<file path="src/hw/tcss_pkg.sv">
/*
  Package for the trace count and State1 sequencer block: register map,
  field positions, reset values, sequencer state codes and carrier types.
  Assumes an AXI4-Lite register bus with 32-bit data.
*/
package tcss_pkg;
  // Word indices scaled by four to byte addresses; printed offsets 0x26/0x27 are not multiples of four
  localparam logic [7:0]  IDX_TRACE_COUNT = 8'h26;
  localparam logic [7:0]  IDX_STATE_WIN   = 8'h27;
  localparam logic [7:0]  IDX_CONTROL     = 8'h20;
  localparam logic [7:0]  IDX_STATUS      = 8'h21;
  localparam logic [11:0] ADDR_TRACE_COUNT = {2'b00, IDX_TRACE_COUNT, 2'b00};
  localparam logic [11:0] ADDR_STATE_WIN   = {2'b00, IDX_STATE_WIN, 2'b00};
  localparam logic [11:0] ADDR_CONTROL     = {2'b00, IDX_CONTROL, 2'b00};
  localparam logic [11:0] ADDR_STATUS      = {2'b00, IDX_STATUS, 2'b00};

  // Control register fields and status full-flag bit
  localparam int CTL_ARM_BIT    = 7;
  localparam int CTL_ALIGN_BIT  = 2;
  localparam int CTL_WIN_LSB    = 0;
  localparam int FULL_BIT       = 7;

  localparam logic [1:0] WIN_STATE1 = 2'h0;
  localparam logic [1:0] WIN_STATE2 = 2'h1;
  localparam logic [1:0] WIN_STATE3 = 2'h2;
  localparam logic [1:0] WIN_MATCH  = 2'h3;

  localparam logic [2:0] SEL_RESET  = 3'h0;
  localparam logic [5:0] COUNT_ZERO = 6'h00;
  localparam logic [5:0] COUNT_MAX  = 6'h3f;

  localparam logic [1:0] RESP_OKAY   = 2'h0;
  localparam logic [1:0] RESP_SLVERR = 2'h2;

  // Sequencer state codes as reported in the status register
  localparam logic [2:0] SSF_IDLE   = 3'h0;
  localparam logic [2:0] SSF_STATE1 = 3'h1;
  localparam logic [2:0] SSF_STATE2 = 3'h2;
  localparam logic [2:0] SSF_STATE3 = 3'h3;
  localparam logic [2:0] SSF_FINAL  = 3'h4;

  typedef enum logic [4:0] {
    ST_IDLE   = 5'b0_0001,
    ST_ONE    = 5'b0_0010,
    ST_TWO    = 5'b0_0100,
    ST_THREE  = 5'b0_1000,
    ST_FINAL  = 5'b1_0000
  } tcss_state_t;

  typedef struct packed {
    logic [2:0] match;   // Comparator match channels 0..2
    logic       tagHit;  // Tag hit accompanying a match
  } tcss_match_t;

  typedef struct packed {
    logic       fullFlag;
    logic [5:0] lineCount;
  } tcss_count_t;
endpackage : tcss_pkg

</file>
<file path="src/hw/tcss_line_counter.sv">
/*
  Trace line counter with full flag.
  Assumes the power-on reset is the only reset that reaches it.
*/
`timescale 1ns/1ns
module tcss_line_counter (
  input  wire logic                 clk,
  input  wire logic                 porReset,
  input  wire logic                 armWrite,
  input  wire logic                 lineStore,
  output tcss_pkg::tcss_count_t     countState
);
  import tcss_pkg::*;

  logic [5:0] lineCount;
  logic       fullFlag;
  wire        wrap = lineStore && (lineCount == COUNT_MAX);

  always_ff @(posedge clk or posedge porReset) begin
    if (porReset) begin
      lineCount <= COUNT_ZERO;
      fullFlag  <= 1'b0;
    end else if (armWrite) begin
      lineCount <= COUNT_ZERO;
      fullFlag  <= 1'b0;
    end else if (lineStore) begin
      lineCount <= lineCount + 6'h01;
      if (wrap) begin
        fullFlag <= 1'b1;
      end
    end
  end

  assign countState = '{fullFlag: fullFlag, lineCount: lineCount};

  property p_wrap_sets_full;
    @(posedge clk) disable iff (porReset)
    (wrap && !armWrite) |=> (fullFlag && lineCount == COUNT_ZERO);
  endproperty
  a_wrap_sets_full: assert property (p_wrap_sets_full)
    else $error("Wrap did not set full flag");

  property p_count_steady;
    @(posedge clk) disable iff (porReset)
    (!lineStore && !armWrite) |=> $stable(lineCount) && $stable(fullFlag);
  endproperty
  a_count_steady: assert property (p_count_steady)
    else $error("Count changed without a store or arm");
endmodule : tcss_line_counter

</file>
<file path="src/hw/tcss_core.sv">
/*
  Trace count register and State1 sequencer with AXI4-Lite slave.
  Assumes matches and line stores come from logic on clk; porReset is
  the power-on reset, reset is any system reset.
*/
// Design decision made here: the AXI4-Lite register port.
`timescale 1ns/1ns
// Overview of operation
// - Full flag sets once 64 or more lines stored since last arm.
// - With full flag set all 64 lines count as valid.
// - Writing one to arm clears full flag and line count.
// - Only power-on reset clears flag and count; other resets keep them.
// - Six-bit line count in bits 5..0 gives valid line total.
// - Count wrap to zero sets full flag; end-trigger mode keeps counting.
// - Trace reads never decrement count; only store, arm, power-on change it.
// - Trace count register readable anytime; writes ignored.
// - Begin alignment: reaching 64 lines clears arm, ends session.
// - Full flag with nonzero count means newest lines overwrote oldest.
// - Full flag also visible at status register bit 7.
// - Shared address shows State1, State2, State3 or match flags by select.
// - State1 register readable at select 00, writable only then and disarmed.
// - State1 register holds 3-bit code in bits 2..0, upper zero, resets zero.
// - Codes 000-011 route any/ch1/ch2/ch1 to final/State3/State2/State2.
// - Codes 100-111 route channel zero, one, two as tabulated.
// - Simultaneous matches: lowest-numbered channel wins.
// - A match leading to final state beats other matches.
// - Leaving states one to three only on match, tag hit or disarm (back to idle).
module tcss_core (
  input  wire logic                 clk,
  input  wire logic                 reset,
  input  wire logic                 porReset,
  input  wire logic [11:0]          s_axi_awaddr,
  input  wire logic                 s_axi_awvalid,
  output logic                      s_axi_awready,
  input  wire logic [31:0]          s_axi_wdata,
  input  wire logic [3:0]           s_axi_wstrb,
  input  wire logic                 s_axi_wvalid,
  output logic                      s_axi_wready,
  output logic [1:0]                s_axi_bresp,
  output logic                      s_axi_bvalid,
  input  wire logic                 s_axi_bready,
  input  wire logic [11:0]          s_axi_araddr,
  input  wire logic                 s_axi_arvalid,
  output logic                      s_axi_arready,
  output logic [31:0]               s_axi_rdata,
  output logic [1:0]                s_axi_rresp,
  output logic                      s_axi_rvalid,
  input  wire logic                 s_axi_rready,
  input  wire tcss_pkg::tcss_match_t matchIn,
  input  wire logic                 lineStore,
  input  wire logic [7:0]           state2Select,
  input  wire logic [7:0]           state3Select,
  input  wire logic [7:0]           matchFlags,
  input  wire logic [2:0]           nextFromState2,
  input  wire logic [2:0]           nextFromState3,
  output logic                      armed,
  output logic                      traceFull,
  output logic [6:0]                validLines,
  output logic [2:0]                seqStateCode
);
  import tcss_pkg::*;

  // Control: arm, alignment (1 = begin trigger), window select
  logic        arm;
  logic        alignBegin;
  logic [1:0]  windowSelect;
  logic [2:0]  state1Code;
  tcss_state_t state;
  tcss_state_t next_state;
  tcss_count_t countState;

  // Write channel capture
  logic        awHeld;
  logic        wHeld;
  logic [11:0] awAddr;
  logic [31:0] wData;
  logic [3:0]  wStrb;

  assign s_axi_awready = !awHeld && !s_axi_bvalid;
  assign s_axi_wready  = !wHeld && !s_axi_bvalid;
  wire awTake   = s_axi_awvalid && s_axi_awready;
  wire wTake    = s_axi_wvalid && s_axi_wready;
  wire haveAw   = awHeld || awTake;
  wire haveW    = wHeld || wTake;
  wire doWrite  = haveAw && haveW && !s_axi_bvalid;
  wire [11:0] wrAddr = awHeld ? awAddr : s_axi_awaddr;
  wire [31:0] wrData = wHeld ? wData : s_axi_wdata;
  wire [3:0]  wrStrb = wHeld ? wStrb : s_axi_wstrb;
  wire        lane0  = wrStrb[0];

  wire wrControl  = doWrite && (wrAddr == ADDR_CONTROL);
  wire wrWindow   = doWrite && (wrAddr == ADDR_STATE_WIN);
  wire wrCount    = doWrite && (wrAddr == ADDR_TRACE_COUNT);
  wire wrStatus   = doWrite && (wrAddr == ADDR_STATUS);
  wire wrMapped   = wrControl || wrWindow || wrCount || wrStatus;
  wire armWrite   = wrControl && lane0 && wrData[CTL_ARM_BIT];
  wire state1Wr   = wrWindow && lane0 && (windowSelect == WIN_STATE1)
                    && !arm;

  // Begin alignment ends the session when the 64th line lands
  wire lastLine   = lineStore && arm && (countState.lineCount == COUNT_MAX);
  wire autoDisarm = lastLine && alignBegin && !countState.fullFlag;

  always_ff @(posedge clk or posedge reset) begin
    if (reset) begin
      awHeld <= 1'b0;
      wHeld  <= 1'b0;
      awAddr <= 12'h000;
      wData  <= 32'h0000_0000;
      wStrb  <= 4'h0;
    end else begin
      if (doWrite) begin
        awHeld <= 1'b0;
        wHeld  <= 1'b0;
      end else begin
        if (awTake) begin
          awHeld <= 1'b1;
          awAddr <= s_axi_awaddr;
        end
        if (wTake) begin
          wHeld <= 1'b1;
          wData <= s_axi_wdata;
          wStrb <= s_axi_wstrb;
        end
      end
    end
  end

  always_ff @(posedge clk or posedge reset) begin
    if (reset) begin
      s_axi_bvalid <= 1'b0;
      s_axi_bresp  <= RESP_OKAY;
    end else if (doWrite) begin
      s_axi_bvalid <= 1'b1;
      s_axi_bresp  <= wrMapped ? RESP_OKAY : RESP_SLVERR;
    end else if (s_axi_bready) begin
      s_axi_bvalid <= 1'b0;
    end
  end

  always_ff @(posedge clk or posedge reset) begin
    if (reset) begin
      arm          <= 1'b0;
      alignBegin   <= 1'b0;
      windowSelect <= WIN_STATE1;
    end else begin
      if (wrControl && lane0) begin
        arm          <= wrData[CTL_ARM_BIT];
        alignBegin   <= wrData[CTL_ALIGN_BIT];
        windowSelect <= wrData[CTL_WIN_LSB +: 2];
      end else if (autoDisarm) begin
        arm <= 1'b0;
      end
    end
  end

  always_ff @(posedge clk or posedge reset) begin
    if (reset) begin
      state1Code <= SEL_RESET;
    end else if (state1Wr) begin
      state1Code <= wrData[2:0];
    end
  end

  tcss_line_counter u_counter (
    .clk        (clk),
    .porReset   (porReset),
    .armWrite   (armWrite),
    .lineStore  (lineStore && arm),
    .countState (countState)
  );

  // Next state from State1; lowest channel first, final-state routes first
  wire [2:0] m   = matchIn.match;
  wire       hit = |m || matchIn.tagHit;
  tcss_state_t fromOne;
  always_comb begin
    fromOne = ST_ONE;
    case (state1Code)
      3'h0: if (hit) fromOne = ST_FINAL;
      3'h1: if (m[1]) fromOne = ST_THREE;
      3'h2: if (m[2]) fromOne = ST_TWO;
      3'h3: if (m[1]) fromOne = ST_TWO;
      3'h4: begin
        if (m[0]) fromOne = ST_TWO;
        else if (m[1]) fromOne = ST_THREE;
      end
      3'h5: begin
        if (m[0]) fromOne = ST_FINAL;
        else if (m[1]) fromOne = ST_THREE;
      end
      3'h6: begin
        if (m[0]) fromOne = ST_TWO;
        else if (m[2]) fromOne = ST_THREE;
      end
      default: if (m[0] || m[1]) fromOne = ST_TWO;
    endcase
  end

  function automatic tcss_state_t code_to_state(input logic [2:0] code);
    case (code)
      SSF_STATE1: code_to_state = ST_ONE;
      SSF_STATE2: code_to_state = ST_TWO;
      SSF_STATE3: code_to_state = ST_THREE;
      SSF_FINAL:  code_to_state = ST_FINAL;
      default:    code_to_state = ST_IDLE;
    endcase
  endfunction : code_to_state

  always_comb begin
    next_state = state;
    case (state)
      ST_IDLE:  if (arm) next_state = ST_ONE;
      ST_ONE:   next_state = fromOne;
      ST_TWO:   if (hit && nextFromState2 != SSF_IDLE)
                  next_state = code_to_state(nextFromState2);
      ST_THREE: if (hit && nextFromState3 != SSF_IDLE)
                  next_state = code_to_state(nextFromState3);
      ST_FINAL: next_state = ST_FINAL;
      default:  next_state = ST_IDLE;
    endcase
    if (!arm) next_state = ST_IDLE;
  end

  always_ff @(posedge clk or posedge reset) begin
    if (reset) begin
      state <= ST_IDLE;
    end else begin
      state <= next_state;
    end
  end

  assign seqStateCode = (state == ST_ONE)   ? SSF_STATE1 :
                        (state == ST_TWO)   ? SSF_STATE2 :
                        (state == ST_THREE) ? SSF_STATE3 :
                        (state == ST_FINAL) ? SSF_FINAL  : SSF_IDLE;
  assign armed      = arm;
  assign traceFull  = countState.fullFlag;
  assign validLines = countState.fullFlag ? 7'h40
                      : {1'b0, countState.lineCount};

  // Read path
  wire [7:0] countByte  = {countState.fullFlag, 1'b0, countState.lineCount};
  wire [7:0] statusByte = {countState.fullFlag, 4'h0, seqStateCode};
  wire [7:0] ctlByte    = {arm, 4'h0, alignBegin, windowSelect};
  wire [7:0] state1Byte = {5'h00, state1Code};
  wire [7:0] windowByte = (windowSelect == WIN_STATE1) ? state1Byte :
                          (windowSelect == WIN_STATE2) ? state2Select :
                          (windowSelect == WIN_STATE3) ? state3Select :
                          matchFlags;
  wire       rdCount    = (s_axi_araddr == ADDR_TRACE_COUNT);
  wire       rdWindow   = (s_axi_araddr == ADDR_STATE_WIN);
  wire       rdControl  = (s_axi_araddr == ADDR_CONTROL);
  wire       rdStatus   = (s_axi_araddr == ADDR_STATUS);
  wire       rdMapped   = rdCount || rdWindow || rdControl || rdStatus;
  wire [7:0] rdByte;
  assign rdByte = rdCount   ? countByte :
                  rdWindow  ? windowByte :
                  rdControl ? ctlByte :
                  rdStatus  ? statusByte : 8'h00;

  assign s_axi_arready = !s_axi_rvalid;
  wire arTake = s_axi_arvalid && s_axi_arready;

  always_ff @(posedge clk or posedge reset) begin
    if (reset) begin
      s_axi_rvalid <= 1'b0;
      s_axi_rdata  <= 32'h0000_0000;
      s_axi_rresp  <= RESP_OKAY;
    end else if (arTake) begin
      s_axi_rvalid <= 1'b1;
      s_axi_rdata  <= {24'h00_0000, rdByte};
      s_axi_rresp  <= rdMapped ? RESP_OKAY : RESP_SLVERR;
    end else if (s_axi_rready) begin
      s_axi_rvalid <= 1'b0;
    end
  end

  // Assertions
  property p_arm_clears;
    @(posedge clk) disable iff (reset || porReset)
    armWrite |=> (countState.lineCount == COUNT_ZERO) && !countState.fullFlag;
  endproperty
  a_arm_clears: assert property (p_arm_clears)
    else $error("Arm write left count or flag");

  property p_begin_disarm;
    @(posedge clk) disable iff (reset || porReset)
    (autoDisarm && !wrControl) |=> !arm && countState.fullFlag;
  endproperty
  a_begin_disarm: assert property (p_begin_disarm)
    else $error("Begin alignment did not end session");

  property p_state1_locked;
    @(posedge clk) disable iff (reset)
    (arm && !(wrControl && lane0)) |=> $stable(state1Code);
  endproperty
  a_state1_locked: assert property (p_state1_locked)
    else $error("State1 code changed while armed");

  property p_full_lines;
    @(posedge clk) disable iff (reset || porReset)
    countState.fullFlag |-> validLines == 7'h40;
  endproperty
  a_full_lines: assert property (p_full_lines)
    else $error("Full flag without 64 valid lines");

  property p_status_mirror;
    @(posedge clk) disable iff (reset || porReset)
    (arTake && rdStatus) |=> s_axi_rdata[FULL_BIT] == $past(countState.fullFlag);
  endproperty
  a_status_mirror: assert property (p_status_mirror)
    else $error("Status full bit differs");

  property p_final_priority;
    @(posedge clk) disable iff (reset)
    (state == ST_ONE && arm && state1Code == 3'h5 && m[0]) |=> state == ST_FINAL;
  endproperty
  a_final_priority: assert property (p_final_priority)
    else $error("Channel zero did not reach final state");

  property p_low_channel;
    @(posedge clk) disable iff (reset)
    (state == ST_ONE && arm && state1Code == 3'h4 && m[0] && m[1]) |=> state == ST_TWO;
  endproperty
  a_low_channel: assert property (p_low_channel)
    else $error("Lower channel lost priority");

  property p_no_hit_stay;
    @(posedge clk) disable iff (reset)
    (state == ST_ONE && arm && !hit) |=> state == ST_ONE || !arm;
  endproperty
  a_no_hit_stay: assert property (p_no_hit_stay)
    else $error("State1 left without a match");

  property p_rd_answer;
    @(posedge clk) disable iff (reset)
    arTake |=> s_axi_rvalid;
  endproperty
  a_rd_answer: assert property (p_rd_answer)
    else $error("Read not answered next cycle");
endmodule : tcss_core

</file>
<file path="config.mk">
export PLATFORM = sky130hd
export DESIGN_NAME = tcss_core
export DESIGN_NICKNAME = d
export VERILOG_FILES = /design/src/hw/tcss_pkg.sv /design/src/hw/tcss_line_counter.sv /design/src/hw/tcss_core.sv
export SDC_FILE = /design/constraint.sdc
export NUM_CORES = 1
export LEC_CHECK = 0
export BUFFER_PORTS_ARGS = -buffer_cell sky130_fd_sc_hd__buf_2
export CORE_UTILIZATION = 30
export DETAILED_ROUTE_END_ITERATION = 7
export PLACE_DENSITY = 0.57
export SLEW_MARGIN = 20
export SYNTH_ARGS = -nofsm -noshare
export SYNTH_HDL_FRONTEND = slang
export SYNTH_SLANG_ARGS = --single-unit
</file>
<file path="constraint.sdc">
create_clock -name clk -period 2.4 [get_ports clk]
set_input_delay 0.72 -clock clk [delete_from_list [all_inputs] [get_ports clk]]
set_output_delay 0.72 -clock clk [all_outputs]
set_load 0.005 [all_outputs]
</file>
Yosys cells after proc, flatten, opt, wreduce, memory -nomap -nowiden

Index checks and enable logic that the tools add are counted.

Bits in registers: 56
Input bits: 103
Output and inout port bits: 53

Add/sub/neg operators: 1
Eq/ne operators: 32
Multiplexer cells: 48
Bitwise operators: 1
Reduce and logical (&&, ||, !) cells: 54

Operators with widths:

| kind                  | count |
|---|---|
| $eq A12 B8 Y1 const B | 8 |
| $mux W8               | 8 |
| $pmux W5 S4           | 2 |
| $pmux W5 S7           | 1 |
| $mux W5               | 5 |
| $pmux W5 S5           | 1 |
| $logic_and A1 B1 Y1   | 22 |
| $mux W3               | 7 |
| $eq A3 B2 Y1 const B  | 6 |
| $mux W4               | 4 |
| $eq A3 B3 Y1 const B  | 5 |
| $mux W1               | 14 |
| $reduce_bool A2 Y1    | 7 |
| $mux W12              | 1 |
| $mux W6               | 2 |
| $logic_or A1 B1 Y1    | 10 |
| $eq A3 B1 Y1 const B  | 3 |
| $reduce_and A2 Y1     | 4 |
| $mux W7               | 1 |
| $add A6 B1 Y6 const B | 1 |
| $eq A6 B6 Y1 const B  | 1 |
| $logic_not A1 Y1      | 6 |
| $ne A3 B3 Y1 const B  | 2 |
| $reduce_bool A3 Y1    | 2 |
| other kinds (12)      | 13 |

Logic depth before layout (Yosys ltp)

Gate-level depths: netlist of run 1.

Word-level depth: 11
Gate-level depth with buffers: 7
Gate-level depth less buffers: 5

Cells and area by module

Synthesis of run 1 repeated with hierarchy kept, for this count alone.

Cells, all modules: 329
Area, all modules: 3203.1 sq um

Modules (own cells, without submodules):

| module            | instances | cells an instance | area each (sq um) | seq. area each (sq um) |
|---|---|---|---|---|
| tcss_core         | 1         | 299               | 2880.3            | 1077.3 |
| tcss_line_counter | 1         | 30                | 322.8             | 175.2 |

Worst setup path after synthesis of run 1

OpenSTA, ideal clock, no wires.

Kind: input -> register
From: input s_axi_awaddr[0]
To: register state1Code[0]
Arrival: 2.078 ns
Required time: 2.275 ns
Path slack: 0.197 ns
Stages: 5
Path buffers: 0
Cell sequence: or4_1 > nor4_1 > o22a_4 > nand4_4 > mux2_4

Word-level cells in the longest chain between the ends: 6

RTL lines:

| item                             | RTL line         | RTL |
|---|---|---|
| start: declaration               | tcss_core.sv:32  | `input wire logic [11:0] s_axi_awaddr,` |
| $mux W12                         | tcss_core.sv:86  | `wire [11:0] wrAddr = awHeld ? awAddr : s_axi_awaddr;` |
| $eq A12 B8 Y1                    | tcss_core.sv:92  | `wire wrWindow = doWrite && (wrAddr == ADDR_STATE_WIN);` |
| $logic_and A1 B1 Y1              | tcss_core.sv:92  |  |
| $logic_and A1 B1 Y1 (2 in a row) | tcss_core.sv:97  | `wire state1Wr = wrWindow && lane0 && (windowSelect == WIN_STATE1)` |
| $logic_and A1 B1 Y1              | tcss_core.sv:98  | `&& !arm;` |
| end signal: assignment           | tcss_core.sv:161 | `state1Code <= wrData[2:0];` |
| end: declaration                 | tcss_core.sv:67  | `logic [2:0] state1Code;` |

Every way passes these cells.
A chain may end at the register's enable or synchronous reset.

Final worst setup path of run 1

Same ends and word-level chain as after synthesis.

==> flow_summary.ini, run 1 <==
[global_routing]
met3_usage_pct = 3.343
grt_overflow = 0
grt_pass1_vias = 2724
grt_use_met2_pct = 23.82
antenna_found_initial = 0
grt_pass1_wl_mm = 13.25
grt_max_degree = 19
use_met1_pct = 19.68
busiest_layer = met2
grt_use_total_pct = 14.57

[setup_path]
slowest_delay_ns = 0.51
r2r_setup_slack_ns = 0.37
arrival_ns = 2.30
critPathMaxFanout = 4
cp-start-kind = input port
critPathKind = input port to flip-flop
cp_cell_sequence = buf_2 > or4_1 > nor4_1 > o22a_4 > nand4_4 > mux2_4
timing.rr.start = awHeld$_DFFE_PP0P_
worst_ep_required_time_ns = 2.58
end_kind = flip-flop
crit_path_start = s_axi_awaddr[0]
cpMaxStageDelayCell = or4_1

[power]
intPower_mw = 1.653
ir_drop_v = 0.0004829
pwr-share-clk_pct = 21.0
pwr-share-seq_pct = 50.2
leakage_nw = 1.825
swShare_pct = 31.06
p_switching_mw = 0.7446
pwr-share-comb_pct = 28.8
p_per_area_mw_per_mm2 = 612.7
finalPower_mw = 2.397

[logic_synthesis]
netlist_area_mm2 = 0.003308
async_flop_share_pct = 100.0
yosys_register_bits = 50
synth_edf_count = 0
ys_seq_area_share_pct = 37.86
syn_inst = 345
syn_area_per_cell_um2 = 9.589
yosysWarnings = 0
synth.distinct_cells = 54
synth-main-ff-cell = dfrtp_1

[clock_tree]
clock_latency_ns = 0.30
post_cts_buffers = 0
h-tree-depth = 2
cts_tree = yes
cts-root-buf = clkbuf_8
clk_pin_slew_worst_paths_ns = 0.09
cts_buffer_depth = 2
cts_sinks = 50
hold_buffers = 0
numCtsBuffers = 5

[finish]
drive_gt1_share_pct = 35.99
num-fill-cells = 1065
postLayoutCellArea_mm2 = 0.003913
syn2layout_area_growth_pct = 18.27
antenna_cells = 0
fin_cells = 575
post-route-util_pct = 37.23
fin_nets = 542

[sta]
fin_crit_sh_pct = 88.38
worstMarginPinSlew_ns = 0.6290
rsz0062_at_grt = false
max_freq_mhz = 471.5
fin_ws_ns = 0.2789
hold_viol = 0
period_needed_ns = 2.121
slew_headroom_pct = 58.06
slew_violations = 0
setup_tns_ns = 0
setup_viol = 0
holdWs_ns = 0.3434
skew_ns = 0.01357

[route]
totalWireLength_mm = 8.137
ant_nets = 0
wire_per_inst_um = 14.15
drt_iter0_drc = 143
drt-pass1-iter-count = 4
vias = 2792
drcViolationCount = 0
viasPerCell = 4.856

[floorplan]
dieArea_mm2 = 0.01145
core.rowCount = 37
die_h_um = 107.0
boundaryPins = 156
die_w_um = 107.0
start_util_pct = 31.48
coreArea_mm2 = 0.01051

[worst_hold_path]
hp-class = input port to asynchronous set/reset pin

[place]
dp_hpwl_mm = 6.541
post-place-cells = 567
io_buffers = 98
post-place-ws_ns = -0.03739
gp_congestion = 0.8583
placed_cell_area_mm2 = 0.003817

[outcome]
outcome = finished, final reports clean

[flow_run]
maxCapViolations = 0
==> cell type report <==
cell class / count / area [um2] / share of cell area, %
inverters: 9 / 33.78 / 0.8634
repair buffers: 104 / 535.5 / 13.69
flip-flops and latches: 50 / 1252 / 32.01
multi-input cells: 268 / 1831 / 46.79
well taps: 136 / 170.2 / 4.349
clock buffers: 8 / 90.09 / 2.303
==> placed cells by master, fill, tap and decap left out, types with 2 or more instances in the layout <==
master and n:
nor3_1 13, nand3b_1 5, a211oi_1 3, mux4_2 3, nor4_1 7, o21ai_0 13
o31ai_1 3, mux2_4 6, a21oi_1 15, nand3_1 10, a311oi_1 2, nor2_1 36
dfrtp_1 49, clkbuf_8 6, nor2b_1 12, xor2_1 5, nor4b_1 2, buf_4 6
and2_1 2, a22oi_1 4, clkbuf_1 2, conb_1 26, nor4bb_1 2, and3_1 2
xnor2_1 6, mux2_2 28, inv_1 8, a31oi_1 6, mux2i_1 8, nand2_1 23
buf_2 98, nand4_1 3
==> layer usage <==
| layer | vias up | part of all wire [%] |
|---|---|---|
| li1 | 1365 | - |
| met1 | 1313 | 45 |
| met2 | 103 | 47 |
| met3 | 11 | 6.7 |
| met4 | 0 | 1.6 |
| met5 | - | 0 |
==> registers in the layout (all words and copies together) (netlist names), 2 cells and up <==
name                 count
awAddr                  12
s_axi_rdata              8
u_counter.lineCount      6
state                    5
wData                    4
state1Code               3
windowSelect             2
==> cell usage after synthesis, types with 2 or more instances <==
library cell | number | share of area (%)
dfrtp_1 | 49 | 37
nor2b_1 | 12 | 2.3
nor3_1 | 14 | 2.1
inv_1 | 9 | 1.0
xor2_1 | 5 | 1.3
mux4_2 | 3 | 2.0
nor4b_1 | 2 | 0.53
nor4bb_1 | 2 | 0.61
a31oi_1 | 6 | 1.1
mux2i_1 | 8 | 2.4
a311oi_1 | 2 | 0.53
and3_1 | 2 | 0.38
nand3b_1 | 5 | 1.1
mux2_2 | 28 | 9.5
mux2_4 | 6 | 2.7
o21ai_0 | 13 | 2.0
and2_1 | 2 | 0.38
buf_4 | 33 | 7.5
nand3_1 | 10 | 1.5
nand2_1 | 23 | 2.6
nand4_1 | 3 | 0.57
clkbuf_1 | 6 | 0.68
o31ai_1 | 3 | 0.68
a21oi_1 | 15 | 2.3
a211oi_1 | 3 | 0.68
nor2_1 | 36 | 4.1
buf_2 | 4 | 0.61
xnor2_1 | 6 | 1.6
a22oi_1 | 4 | 0.91
nor4_1 | 7 | 1.3
==> kinds of logic after synthesis <==
group,Yosys count,share of synthesized area (%)
simple gates,131,21.82
compound gates,54,10.40
buf+inv,52,9.796
flops,50,37.86
mux,45,16.72
xor+xnor,11,2.912
fa+ha+maj,1,0.3782
other cells,1,0.1134
==> power groups by stage <==
stage / Clock, mW / Combinational [mW] / Sequential (mW)
6_report: 0.504 / 0.691 / 1.20
5_1_grt: 0.571 / 0.764 / 1.23
4_1_cts: 0.524 / 0.699 / 1.20
3_5_place_dp: 0 / 0.695 / 1.22
3_3_place_gp: 0 / 0.677 / 1.21
2_1_floorplan: 0 / 0.583 / 1.14
==> repair_timing <==
action | CTS | global route
resized for setup | 0 | 1
setup endpoints to repair | 0 | 1
hold endpoints to repair | 0 | 0
==> worst max-delay path: cells and delay by family <==
family	cells	cell delay (ns)
AO/OA/AOI/OAI	1	0.24
buffers and inverters	1	0.10
multiplexers	1	0.33
AND/OR/NAND/NOR	3	0.91
==> final timing paths <==
| kind | to | cells past startpoint |
|---|---|---|
| worst max-delay path | state1Code[0]$_DFFE_PP0P_ | 6 |
| worst min-delay path | u_counter.fullFlag$_DFFE_PP0P_ | 2 |
| worst max register to register | windowSelect[1]$_DFFE_PP0P_ | 5 |
| worst min register to register | s_axi_rresp[1]$_DFFE_PP0P_ | 2 |
| max in group asynchronous | state[0]$_DFFE_PP1P_ | 3 |
| min in group clk | s_axi_rresp[1]$_DFFE_PP0P_ | 2 |
Power figures use the tool's default switching activity.
==> run 2, diff against run 1 <==
CORE_UTILIZATION = 39   (was 30)
PLACE_DENSITY = 0.7   (was 0.57)
==> run 2 against run 1 <==
Effect of this change: core utilization increased by 10 points; first-iteration DRC count decreased by 41%; sequential share of layout area increased by 0.28 points; hold slack got worse by 0.018 ns; register-to-register slack improved by 0.07 ns; largest cell class unchanged; highest routed layer unchanged.
==> flow_summary.ini, run 2 (synthesis results as in run 1) <==
[outcome]
outcome = finished, final reports clean

[sta]
period_needed_ns = 2.225
worstMarginPinSlew_ns = 0.8255
skew_ns = 0.01396
rsz0062_at_grt = false
slew_violations = 0
fin_crit_sh_pct = 92.72
hold_viol = 0
slew_headroom_pct = 44.63
holdWs_ns = 0.3254
max_freq_mhz = 449.4
setup_viol = 0

[route]
vias = 2825
totalWireLength_mm = 7.742
ant_nets = 0
drt-pass1-iter-count = 4
viasPerCell = 5.203
wire_per_inst_um = 14.26
drcViolationCount = 0
drt_iter0_drc = 84

[setup_path]
timing.rr.start = awHeld$_DFFE_PP0P_
critPathMaxFanout = 7
end_kind = primary output
worst_ep_required_time_ns = 1.68
critPathKind = flip-flop to primary output
arrival_ns = 1.51
r2r-end = windowSelect[0]$_DFFE_PP0P_
worst_r2r_path_depth = 5
r2r_setup_slack_ns = 0.44
cp-start-kind = flip-flop

[floorplan]
die_h_um = 94.10
coreArea_mm2 = 0.008217
die_w_um = 94.10
core.rowCount = 33
start_util_pct = 40.26
boundaryPins = 156
dieArea_mm2 = 0.008855

[power]
ir_drop_v = 0.0006519
pwr-share-comb_pct = 28.5
pwr-share-clk_pct = 21.8
p_switching_mw = 0.7599
p_per_area_mw_per_mm2 = 620.8
pwr-share-seq_pct = 49.6
intPower_mw = 1.648
leakage_nw = 1.824
swShare_pct = 31.56

[global_routing]
antenna_found_initial = 0
grt_use_total_pct = 18.03
grt_pass1_wl_mm = 12.44
grt_max_degree = 23
grt_overflow = 0
grt_pass1_vias = 2703

[clock_tree]
clk_pin_slew_worst_paths_ns = 0.09
cts_buffer_depth = 2
clock_latency_ns = 0.31
cts.repair.resized = 0
cts_sinks = 50
hold_buffers = 0
numCtsBuffers = 5
post_cts_buffers = 0
h-tree-depth = 2
cts_tree = yes
cts-root-buf = clkbuf_8

[finish]
syn2layout_area_growth_pct = 17.25
layout_common_cells = 98 x buf_2, 49 x dfrtp_1, 36 x nor2_1
antenna_cells = 0
largest_reg_flops = 12
postLayoutCellArea_mm2 = 0.003879
num-fill-cells = 809
largest-register = awAddr
drive_gt1_share_pct = 35.84
reg.largest.list = awAddr x12, s_axi_rdata x8, u_counter.lineCount x6
fin_nets = 541
final_common_cell = buf_2

[place]
dp_hpwl_mm = 6.125
gp_congestion = 0.8638
placed_cell_area_mm2 = 0.003784
io_buffers = 98

[flow_run]
maxCapViolations = 0

[worst_hold_path]
hp-class = input port to asynchronous set/reset pin
[run 2: worst max-delay path: stages, from the launching register on]
cell and delay (ns):
dfrtp_1 0.47, xnor2_1 0.16, nor4_1 0.38, buf_2 0.20
[run 2: layer usage]
layer	global-route usage, %	vias up	share of wire (%)
li1	-	1361	-
met4	5.385	0	2.3
met1	22.26	1327	43
met3	4.612	16	7.4
met2	30.78	121	47
met5	0	-	0
[run 2: area by class of cell]
cell class                 count  area [um2]  share of cell area [%]
clock buffer                   6       82.58                   2.129
clock inverter                 2       12.51                  0.3226
inverter                       9       33.78                  0.8710
multi-input combinational    268        1826                   47.06
sequential                    50        1252                   32.29
tap                          105       131.4                   3.387
timing repair buffer         103       540.5                   13.94
[run 2: worst max-delay path by stage]
stage,from,to,slack (ns),depth (start not counted)
6_report,state[3]$_DFFE_PP0P_,seqStateCode[0],0.17,3
5_1_grt,state[3]$_DFFE_PP0P_,seqStateCode[0],0.11,3
4_1_cts,state[3]$_DFFE_PP0P_,seqStateCode[0],0.16,3
3_5_place_dp,s_axi_awaddr[0],state1Code[1]$_DFFE_PP0P_,-0.02,6
3_3_place_gp,s_axi_awaddr[0],state1Code[1]$_DFFE_PP0P_,-0.001,6
2_1_floorplan,s_axi_awaddr[0],state1Code[0]$_DFFE_PP0P_,0.20,5
[run 2: power by group through the flow]
stage | clock network, mW | logic, mW | registers, mW
3_5_place_dp | 0 | 0.692 | 1.22
3_3_place_gp | 0 | 0.670 | 1.20
2_1_floorplan | 0 | 0.583 | 1.14
5_1_grt | 0.567 | 0.764 | 1.23
6_report | 0.526 | 0.687 | 1.19
4_1_cts | 0.538 | 0.695 | 1.20
[run 2: through the flow]
| step | setup TNS, ns | utilization (%) | std cells | total power [mW] | setup WS [ns] |
|---|---|---|---|---|---|
| final | 0 | 47.21 | 543 | 2.408 | 0.1748 |
| after global routing | 0 | 47.21 | 543 | 2.558 | 0.1059 |
| after CTS | 0 | 47.21 | 543 | 2.432 | 0.1561 |
| after detailed placement | -0.03495 | 46.05 | 535 | 1.908 | -0.01501 |
| after global placement | -0.002500 | 46.05 | 535 | 1.875 | -0.001025 |
| after floorplan | 0 | - | 370 | 1.725 | 0.1966 |
==> run 3, diff against run 2 <==
CORE_ASPECT_RATIO = 1.5   (was default)
CTS_BUF_LIST = sky130_fd_sc_hd__clkbuf_16   (was default)
==> run 3 against run 2 <==
Effect of this change: via count fell by 1.0%; highest routed layer is now met5; first-iteration DRC count rose by 74%; cell area rose by 1.1%; register-to-register slack got worse by 0.02 ns; power rose by 6.7%; clock power rose by 31%; maximum frequency rose by 4.7%; routed wire length fell by 1.5%; die area barely moved; final cell count rose by 0.18%; global-route usage barely moved; sequential share of layout area fell by 0.34 points.
==> flow_summary.ini, run 3 (synthesis results as in run 1) <==
[clock_tree]
hold_buffers = 0
clock_latency_ns = 0.28
h-tree-depth = 2
clk_pin_slew_worst_paths_ns = 0.07
cts_buffer_depth = 2
cts-root-buf = clkbuf_16
post_cts_buffers = 0
cts_sinks = 50
cts_tree = yes
cts.repair.resized = 0
numCtsBuffers = 5

[setup_path]
critPathKind = flip-flop to primary output
cp-start-kind = flip-flop
end_kind = primary output
worst_ep_required_time_ns = 1.68
critPathMaxFanout = 7
arrival_ns = 1.41

[power]
p_switching_mw = 0.7686
p_per_area_mw_per_mm2 = 655.5
pwr-share-seq_pct = 46.8
pwr-share-comb_pct = 26.3
swShare_pct = 29.91
ir_drop_v = 0.0006416
leakage_nw = 1.842
intPower_mw = 1.801
pwr-share-clk_pct = 26.8

[finish]
drive_gt1_share_pct = 35.84
reg.largest.list = awAddr x12, s_axi_rdata x8, u_counter.lineCount x6
layout_common_cells = 98 x buf_2, 49 x dfrtp_1, 36 x nor2_1
fin_nets = 541
final_common_cell = buf_2
fin_cells = 544
syn2layout_area_growth_pct = 18.49
largest_reg_flops = 12
largest-register = awAddr

[sta]
worstMarginPinSlew_ns = 0.5680
fin_ws_ns = 0.2738
skew_ns = 0.003758
setup_tns_ns = 0
rsz0062_at_grt = false
slew_headroom_pct = 62.13
setup_viol = 0
period_needed_ns = 2.126
fin_crit_sh_pct = 88.59
hold_viol = 0
slew_violations = 0
max_freq_mhz = 470.3
holdWs_ns = 0.3544

[floorplan]
coreArea_mm2 = 0.008108
boundaryPins = 156
die_w_um = 77.20
die_h_um = 114.8
start_util_pct = 40.80
core.rowCount = 40
dieArea_mm2 = 0.008863

[route]
viasPerCell = 5.140
wire_per_inst_um = 14.02
vias = 2796
drt_iter0_drc = 146
drcViolationCount = 0
drt-pass1-iter-count = 4
totalWireLength_mm = 7.627
ant_nets = 0

[global_routing]
grt_use_total_pct = 17.99
grt_pass1_wl_mm = 12.72
antenna_found_initial = 2
grt_overflow = 0
grt_max_degree = 44
grt_pass1_vias = 2699

[outcome]
outcome = finished, final reports clean

[place]
post-place-ws_ns = 0.006958
post-place-cells = 535
dp_hpwl_mm = 6.067
gp_congestion = 0.8553
io_buffers = 98

[flow_run]
maxCapViolations = 0

[worst_hold_path]
hp-class = input port to asynchronous set/reset pin
==> run 3: critical path: stages (launching register included) <==
cell	delay, ns
dfrtp_1	0.47
xnor2_1	0.17
nor4_1	0.30
buf_2	0.19
==> run 3: power by group through the flow <==
| stage | Clock [mW] | Sequential [mW] | Combinational (mW) |
|---|---|---|---|
| 5_1_grt | 0.747 | 1.24 | 0.751 |
| 6_report | 0.690 | 1.20 | 0.677 |
| 2_1_floorplan | 0 | 1.14 | 0.583 |
| 4_1_cts | 0.706 | 1.20 | 0.686 |
| 3_5_place_dp | 0 | 1.22 | 0.684 |
| 3_3_place_gp | 0 | 1.21 | 0.664 |
==> run 3: per-stage QoR <==
step                utilization (%)  power [mW]  area [um2]
detailed placement            46.51       1.903        3771
global placement              46.51       1.873        3771
CTS                           48.32       2.597        3918
floorplan                         -       1.725        3402
global route                  48.32       2.735        3918
finish                        48.35       2.570        3920
==> run 3: worst paths after layout <==
check / startpoint / to / slack (ns) / cells past startpoint
worst min-delay path: porReset / u_counter.lineCount[0]$_DFFE_PP0P_ / 0.35 / 2
worst max register to register: awHeld$_DFFE_PP0P_ / windowSelect[1]$_DFFE_PP0P_ / 0.42 / 5
worst min register to register: s_axi_rdata[3]$_DFFE_PP0P_ / s_axi_rdata[3]$_DFFE_PP0P_ / 0.48 / 2
worst max-delay path: state[3]$_DFFE_PP0P_ / seqStateCode[0] / 0.27 / 3
max in group asynchronous: reset / state[0]$_DFFE_PP1P_ / 1.47 / 3
min in group clk: s_axi_rdata[3]$_DFFE_PP0P_ / s_axi_rdata[3]$_DFFE_PP0P_ / 0.48 / 2
==> run 3: routing by layer <==
| layer | GRT usage, % | vias to the layer above | wire length, um |
|---|---|---|---|
| met1 | 20.06 | 1315 | 2909 |
| met2 | 33.69 | 109 | 4041 |
| met4 | 3.774 | 2 | 74 |
| met5 | 0 | - | 8 |
| li1 | - | 1360 | - |
| met3 | 5.159 | 10 | 593 |
==> run 3: cell type report <==
type | count | area (um2)
Tap cell | 105 | 131.4
Inverter | 9 | 33.78
Clock buffer | 5 | 125.1
Multi-Input combinational cell | 268 | 1826
Timing Repair Buffer | 103 | 528.0
Fill cell | 801 | 4188
Antenna cell | 1 | 2.502
Sequential cell | 50 | 1252
Clock inverter | 3 | 21.27
